## src/design/tx_serializer_pkg.sv

```systemverilog
/*
 * Shared constants and carrier types for the transmit byte serializer.
 * Assumes one 10 MHz system clock that stands in for the synthesized serial clock.
 */
package tx_serializer_pkg;

    // ------------------------------------------------------------
    // Rates and clock ratios
    // ------------------------------------------------------------
    localparam int unsigned SERIAL_KHZ_STS12 = 622080;
    localparam int unsigned SERIAL_KHZ_STS3 = 155520;
    localparam int unsigned REF_KHZ_HIGH = 77760;
    localparam int unsigned REF_KHZ_LOW = 19440;
    localparam int unsigned BYTE_BITS = 8;
    // Serial clock to byte clock ratio
    localparam int unsigned BYTE_CLOCK_DIV = BYTE_BITS;
    // Divider limits, one less than the system clocks per serial bit in each rate mode (622.08 / 155.52 = 4)
    localparam logic [1:0] BIT_DIV_STS12 = 2'h0;
    localparam logic [1:0] BIT_DIV_STS3 = 2'(SERIAL_KHZ_STS12 / SERIAL_KHZ_STS3 - 1);

    // ------------------------------------------------------------
    // Reset values
    // ------------------------------------------------------------
    localparam logic [2:0] BIT_CNT_RST = 3'h7;
    localparam logic [7:0] BYTE_RST = 8'h00;
    // Byte sent when the framer has not supplied one in time
    localparam logic [7:0] IDLE_BYTE = 8'h00;

    // ------------------------------------------------------------
    // Carriers
    // ------------------------------------------------------------
    typedef struct packed {
        logic p;
        logic n;
    } diff_out_t;

    typedef struct packed {
        logic out;
        logic oe;
    } pin_drive_t;

endpackage

```

## src/design/sonet_tx_byte_serializer.sv

```systemverilog
/*
 * Transmit byte serializer: byte capture, byte clock pin, bit timing source
 * selection and MSB-first serialization onto a differential output.
 * Assumes all inputs are synchronous to clk; clk models the serial clock and
 * the analog clock multiplier is reduced to a per-rate bit divider.
 */
`timescale 1ns/1ps
`default_nettype none

// Contract
// - One byte per byte-clock cycle is taken from the 8-bit bus and sent as a serial stream.
// - The serial bit rate follows the rate mode, the low rate being a quarter of the high rate.
// - The byte clock is the serial bit clock divided by eight and is offered to the framer.
// - In output mode each byte is captured from the bus on the rising edge of the byte clock.
// - With the direction select low the pin is an input and the bus is sampled on the framer clock.
// - In input mode bytes cross from the framer clock to the transmit timing without loss.
// - Each byte leaves most significant bit first, bit 7 down to bit 0.
// - The serial clock is synthesized from a high or low reference according to rate mode.
// - The two reference inputs are combined by exclusive-NOR, the unused one tied low.
// - Loop timing replaces the synthesized bit timing with the recovered receive clock.
module sonet_tx_byte_serializer
    import tx_serializer_pkg::*;
(
    input wire logic clk,
    input wire logic sys_rst,
    input wire logic [7:0] tx_parallel_data,
    input wire logic byte_clock_direction_select,
    input wire logic tx_byte_clock_pin_in,
    output logic tx_byte_clock_pin_out,
    output logic tx_byte_clock_pin_oe,
    input wire logic rate_mode_sts12,
    input wire logic diff_reference_clock,
    input wire logic single_ended_reference_clock,
    output logic reference_clock_level,
    input wire logic loop_timing_select,
    input wire logic recovered_clock,
    output diff_out_t serial_tx_output,
    output logic byte_underrun
);

    // ------------------------------------------------------------
    // Clock multiplier and bit timing
    // ------------------------------------------------------------
    logic [1:0] div_cnt_r, div_cnt_nxt;
    logic ref_level_r, ref_level_nxt;
    logic rec_prev_r, rec_prev_nxt;
    logic bit_tick;
    logic [1:0] div_limit;

    always_comb
    begin
        ref_level_nxt = ~(diff_reference_clock ^ single_ended_reference_clock);
        div_limit = rate_mode_sts12 ? BIT_DIV_STS12 : BIT_DIV_STS3;
        div_cnt_nxt = (div_cnt_r >= div_limit) ? 2'h0 : div_cnt_r + 2'h1;
        rec_prev_nxt = recovered_clock;
        // Loop timing hands the bit cadence to the recovered clock edges
        if (loop_timing_select)
        begin
            bit_tick = recovered_clock & ~rec_prev_r;
        end
        else
        begin
            bit_tick = (div_cnt_r >= div_limit);
        end
    end

    always_ff @(posedge clk or posedge sys_rst)
    begin
        if (sys_rst)
        begin
            div_cnt_r <= 2'h0;
            ref_level_r <= 1'b0;
            rec_prev_r <= 1'b0;
        end
        else
        begin
            div_cnt_r <= div_cnt_nxt;
            ref_level_r <= ref_level_nxt;
            rec_prev_r <= rec_prev_nxt;
        end
    end

    // ------------------------------------------------------------
    // Byte clock pin and framer-clocked capture
    // ------------------------------------------------------------
    logic [2:0] bit_cnt_r, bit_cnt_nxt;
    logic byte_clk_r, byte_clk_nxt;
    logic pin_oe_r, pin_oe_nxt;
    logic pin_prev_r, pin_prev_nxt;
    logic [7:0] hold_r, hold_nxt;
    logic hold_valid_r, hold_valid_nxt;
    logic load;
    logic framer_edge;

    assign load = bit_tick && (bit_cnt_r == 3'(BYTE_BITS - 1));

    always_comb
    begin
        bit_cnt_nxt = bit_tick ? bit_cnt_r + 3'h1 : bit_cnt_r;
        // High for bits 0..3, low for 4..7: rises exactly at each load
        byte_clk_nxt = (bit_cnt_nxt < 3'(BYTE_CLOCK_DIV / 2));
        pin_oe_nxt = byte_clock_direction_select;
        pin_prev_nxt = tx_byte_clock_pin_in;
        framer_edge = ~pin_oe_r & tx_byte_clock_pin_in & ~pin_prev_r;
        hold_nxt = hold_r;
        hold_valid_nxt = hold_valid_r;
        if (load)
        begin
            hold_valid_nxt = 1'b0;
        end
        // A framer edge in the load cycle wins over the clear
        if (framer_edge)
        begin
            hold_nxt = tx_parallel_data;
            hold_valid_nxt = 1'b1;
        end
    end

    always_ff @(posedge clk or posedge sys_rst)
    begin
        if (sys_rst)
        begin
            bit_cnt_r <= BIT_CNT_RST;
            byte_clk_r <= 1'b0;
            pin_oe_r <= 1'b1;
            pin_prev_r <= 1'b0;
            hold_r <= BYTE_RST;
            hold_valid_r <= 1'b0;
        end
        else
        begin
            bit_cnt_r <= bit_cnt_nxt;
            byte_clk_r <= byte_clk_nxt;
            pin_oe_r <= pin_oe_nxt;
            pin_prev_r <= pin_prev_nxt;
            hold_r <= hold_nxt;
            hold_valid_r <= hold_valid_nxt;
        end
    end

    assign tx_byte_clock_pin_out = byte_clk_r;
    assign tx_byte_clock_pin_oe = pin_oe_r;
    assign reference_clock_level = ref_level_r;

    // ------------------------------------------------------------
    // Parallel to serial converter
    // ------------------------------------------------------------
    // One holding byte is enough because both sides run at the same mean
    // rate; a framer edge that lands in the load cycle is kept, not dropped.
    logic [7:0] shift_r, shift_nxt;
    logic ser_r, ser_nxt;
    logic underrun_r, underrun_nxt;
    logic [7:0] src;

    always_comb
    begin
        underrun_nxt = underrun_r;
        if (pin_oe_r)
        begin
            src = tx_parallel_data;
        end
        else if (hold_valid_r)
        begin
            src = hold_r;
        end
        else
        begin
            src = IDLE_BYTE;
        end
        shift_nxt = shift_r;
        ser_nxt = ser_r;
        if (load)
        begin
            ser_nxt = src[7];
            shift_nxt = {src[6:0], 1'b0};
            underrun_nxt = ~pin_oe_r & ~hold_valid_r;
        end
        else if (bit_tick)
        begin
            ser_nxt = shift_r[7];
            shift_nxt = {shift_r[6:0], 1'b0};
        end
    end

    always_ff @(posedge clk or posedge sys_rst)
    begin
        if (sys_rst)
        begin
            shift_r <= BYTE_RST;
            ser_r <= 1'b0;
            underrun_r <= 1'b0;
        end
        else
        begin
            shift_r <= shift_nxt;
            ser_r <= ser_nxt;
            underrun_r <= underrun_nxt;
        end
    end

    assign serial_tx_output.p = ser_r;
    assign serial_tx_output.n = ~ser_r;
    assign byte_underrun = underrun_r;

endmodule // sonet_tx_byte_serializer

`default_nettype wire

```

## config.mk

```make
export PLATFORM = sky130hd
export DESIGN_NAME = sonet_tx_byte_serializer
export DESIGN_NICKNAME = d
export VERILOG_FILES = /design/src/design/tx_serializer_pkg.sv /design/src/design/sonet_tx_byte_serializer.sv
export SDC_FILE = /design/constraint.sdc
export NUM_CORES = 1
export LEC_CHECK = 0
export BUFFER_PORTS_ARGS = -buffer_cell sky130_fd_sc_hd__buf_2
export CORE_MARGIN = 2
export CORE_UTILIZATION = 54
export CTS_CLUSTER_SIZE = 40
export DETAILED_ROUTE_END_ITERATION = 6
export PLACE_DENSITY = 0.84
export REMOVE_ABC_BUFFERS = 1
export SYNTH_ARGS = -nofsm -noshare
export SYNTH_HDL_FRONTEND = slang
export SYNTH_SLANG_ARGS = --single-unit
```

## constraint.sdc

```tcl
create_clock -name clk -period 2.1 [get_ports clk]
set_input_delay 0.21 -clock clk [delete_from_list [all_inputs] [get_ports clk]]
set_output_delay 0.21 -clock clk [all_outputs]
set_load 0.02 [all_outputs]
```

Word level (Yosys, flattened, before mapping)

Cells that the tools add are included.

Add/subtract/negate cells: 2
$mul: 0
Divide/modulo/power cells: 0
$lt $le $gt $ge: 2
Equality and inequality tests: 1
Shifts and indexed selects: 0
Mux-type cells: 12
Bitwise operators: 11
Reduce and logical (&&, ||, !) cells: 3

Operator list:

| operator            | number |
|---|---|
| $mux 8              | 4 |
| $not 1->1           | 6 |
| $mux 1              | 5 |
| $and 1x1->1         | 4 |
| $mux 2              | 2 |
| $reduce_bool 2->1   | 2 |
| $add 3x1->3 const B | 1 |
| $eq 3x3->1 const B  | 1 |
| $lt 3x3->1 const B  | 1 |
| $mux 3              | 1 |
| $add 2x1->2 const B | 1 |
| $ge 2x2->1          | 1 |
| $logic_and 1x1->1   | 1 |
| $xor 1x1->1         | 1 |

Register bits after elaboration: 29
Bits in latches: 0
Bits in writable memories: 0
Memory bits (read-only): 0
Output and inout bits: 6
Memories: 0

Depth between registers and ports, before layout

Word-level depth: 6
Depth in mapped cells: 7
Mapped depth without buffers: 6

Worst setup path before layout

Ideal clock, no wire load.

Path kind: register to register
Start point: register div_cnt_r[0]
End point: register shift_r[2]
Setup time: 125 ps
Data arrival time: 1,623 ps
Data required time: 1,975 ps
Setup slack: 352 ps
Cell stages (with the launch flop): 8
Period minus slack after synthesis: 1,748 ps
Path through: dfrtp_1 > inv_1 > ha_1 > nand2b_4 > a21o_4 > o21ai_4 > buf_12 > mux2_4

Word-level cells in the longest chain between the ends: 4
Elaborated cells between the ends (all ways): 5
Those cells by class: order compare: 1; mux: 2; reduce/logical: 2

RTL lines:

| item                                        | line                            | RTL |
|---|---|---|
| start: declaration                          | sonet_tx_byte_serializer.sv:44  | `logic [1:0] div_cnt_r, div_cnt_nxt;` |
| start signal: assignment                    | sonet_tx_byte_serializer.sv:77  | `div_cnt_r <= div_cnt_nxt;` |
| $ge 2x2->1 *                                | sonet_tx_byte_serializer.sv:63  | `bit_tick = (div_cnt_r >= div_limit);` |
| $mux 1 *                                    | sonet_tx_byte_serializer.sv:57  | `if (loop_timing_select)` |
| $logic_and 1x1->1                           | sonet_tx_byte_serializer.sv:95  | `assign load = bit_tick && (bit_cnt_r == 3'(BYTE_BITS - 1));` |
| $mux 8 or $reduce_bool 2->1 (tied branches) | n/a                             |  |
| end signal: assignment                      | sonet_tx_byte_serializer.sv:195 | `shift_r <= shift_nxt;` |
| end: declaration                            | sonet_tx_byte_serializer.sv:150 | `logic [7:0] shift_r, shift_nxt;` |

Mark *: on every way between the ends. The rest lies on a longest branch, timed or not.
A chain may end at the register's enable or synchronous reset.

Worst setup path after layout

Start point: register div_cnt_r[0]
End point: register shift_r[3]

Same word-level chain as after synthesis.

==> metrics.txt <==
status=completed; CP endpoint kind=flop; routed wire length per instance=13.6 µm; Worst slew margin=68.3%; reg2reg path depth=7; clock buffer count from CTS=3; Routed WL=2250 µm; Final Hold Fails=0; Via density=5.32; Slew @ Worst Pin=0.476 ns; placed insts=158; Arrival @ worst endpoint=2.15 ns; Starting Density=56.0%; GRT overflow=0; largest net degree at the start of global routing=29; Worst Setup Path Type=flop to flop; post-layout util=63.5%; max-slew violation count=0; max-cap viol count=0; htree depth=1; library cells used by synthesis=24; ANT cells=0; synthesized instance count=110; Die Span Y=54.2 µm; final hold slack=0.0299 ns; worst-path fanout max=10; Area growth, synth to finish=13.4%; clk root buf=clkbuf_4; post-cts sizing count=0; peak supply drop=0.627 mV; FF-to-FF Start=div_cnt_r[0]$_DFF_PP0_; Die ar.=2940 µm²; first-pass GRT wire length=3750 µm; unrepaired setup endpoints after global routing=no; Clock transition at path regs=0.15 ns; Worst Setup SP=div_cnt_r[0]$_DFF_PP0_; Seq cells post-synth=28; Post-Syn Area per Cell=12.4 µm²; I/O pins=23; initial antenna violation count=0; worst r2r dst=shift_r[3]$_DFFE_PP0P_; CTS tree=built; final std cells w/o fill=165; hpwl dp=1610 µm; Tcrit/Tclk final=91.2%; routability congestion estimate=0.730; # setup viols final=0; Cell Area, Synth=1360 µm²; clock buffer depth=2; GRT Util Overall=18.2%; Leak Pwr=0.735 nW; min Tclk post-route=1.92 ns; Clock Skew=0.0101 ns; PD cells=1160 nW/µm²; Pre-antenna DRT Iters=4; yosys warns=0; reg-to-reg slack, setup=0.18 ns; most frequent cells in the layout=dfrtp_1 (24), buf_2 (22), mux2_2 (11), nand2_1 (11), nor2_1 (9); DRT iter0 DRCs=7; clock network latency to the later pin of the worst-skew pair=0.33 ns; Final Cell Area=1540 µm²; # rows=18; number of fillers in the final layout=198; fmax=0.522 GHz; vias in the first global route=882; Critical Path End=shift_r[3]$_DFFE_PP0P_; Startpoint Class=flop; placed instance area=1480 µm²; postcts setup bufs=0; layout net count=158; register area share after synthesis=51.8%; Setup TNS=0 ns; share of post-route cells with drive strength above 1=40.0%; core area=2430 µm²; DRC Markers=0; CTS sink cnt=28; Hold WC Path Type=primary input to flop; commonest non-fill, non-tap cell in the layout=dfrtp_1; Required @ worst endpoint=2.34 ns; PortBufs=22; Die Wd=54.2 µm; Vias=878; Hold Path Origin=diff_reference_clock; antenna-violating nets left=0
-- power by group --
group,leakage [nW],switching (mW),internal (mW)
Sequential,0.333,0.120,0.734
Clock,0.0138,0.156,0.0673
Combinational,0.388,0.324,0.389
-- logic make-up (layout without fill, tap and decap cells) --
| logic type | Yosys count | in the layout | share of synthesized area, % |
|---|---|---|---|
| mux | 20 | 20 | 17.9 |
| compound gates | 14 | 14 | 8.09 |
| simple gates | 28 | 28 | 11.2 |
| fa+ha+maj | 4 | 4 | 3.68 |
| flops | 28 | 28 | 51.8 |
| xor+xnor | 3 | 3 | 1.93 |
| buf+inv | 13 | 38 | 5.33 |
-- through the flow --
stage	setup slack, ns	total power [mW]
after floorplan	0.233	1.39
after global placement	0.264	1.53
after detailed placement	0.183	1.58
after CTS	0.165	1.80
after global routing	0.128	1.92
final	0.185	1.79
-- routing by layer --
metal	wire, µm	global-route usage [%]	part of all wire (%)	vias up
met4	25	9.17	1.1	0
li1	-	-	-	427
met1	1020	21.0	45	433
met5	0	0	0	-
met3	61	3.55	2.7	4
met2	1140	31.9	51	14
-- final cells by class --
type,instances,area (µm²),share of cell area [%]
multi-input combinational,69,583,37.8
clock buffer,3,22.5,1.46
timing repair buffer,29,173,11.2
sequential,28,706,45.7
tap,30,37.5,2.43
inverter,6,22.5,1.46
-- synthesized netlist by cell type --
library cell  count  area (µm²)
a21o_1            1        7.51
a21o_4            1        15.0
a31oi_1           6        37.5
buf_12            1        20.0
buf_2             3        15.0
buf_4             1        7.51
clkbuf_1          2        7.51
dfrtp_1          24         601
dfstp_2           4         105
ha_1              4        50.1
inv_1             6        22.5
mux2_2           11         124
mux2_4            6        90.1
mux2i_1           3        30.0
nand2_1          11        41.3
nand2b_4          1        13.8
nand3b_1          6        45.0
nor2_1            9        33.8
nor3b_4           1        18.8
o211ai_1          2        15.0
o21ai_0           2        10.0
o21ai_2           1        8.76
o21ai_4           1        16.3
xnor2_1           3        26.3
-- sequential cells by signal, summed over array words and instances (netlist names), named ones only --
| name | count |
|---|---|
| tx_byte_clock_pin_oe | 1 |
| rec_prev_r | 1 |
| pin_prev_r | 1 |
| hold_valid_r | 1 |
| byte_underrun | 1 |
| tx_byte_clock_pin_out | 1 |
| bit_cnt_r | 2 |
| ser_r | 1 |
| hold_r | 8 |
| reference_clock_level | 1 |
| shift_r | 7 |
| div_cnt_r | 2 |
-- critical path, stage by stage, from the launching register on --
cell      delay (ns)
dfrtp_1         0.42
inv_1           0.06
ha_1            0.26
nand2b_4        0.14
a21o_4          0.23
o21ai_4         0.16
buf_4           0.24
mux2_4          0.31
-- timing repair --
item                                   in CTS  in global routing
endpoints found under the hold margin      27                  0
hold buffers                                4                  0
setup endpoints to repair                   0                  0
-- how the worst min path moves through the flow --
| stage | end | slack [ns] | depth (start not counted) |
|---|---|---|---|
| 6_report | reference_clock_level$_DFF_PP0_ | 0.03 | 2 |
| 5_1_grt | reference_clock_level$_DFF_PP0_ | 0.03 | 2 |
| 4_1_cts | reference_clock_level$_DFF_PP0_ | 0.03 | 2 |
| 3_5_place_dp | rec_prev_r$_DFF_PP0_ | 0.30 | 3 |
| 3_3_place_gp | byte_underrun$_DFFE_PP0P_ | 0.28 | 3 |
| 2_1_floorplan | tx_byte_clock_pin_oe$_DFF_PP1_ | 0.21 | 0 |
(Power assumes the default switching activity.)
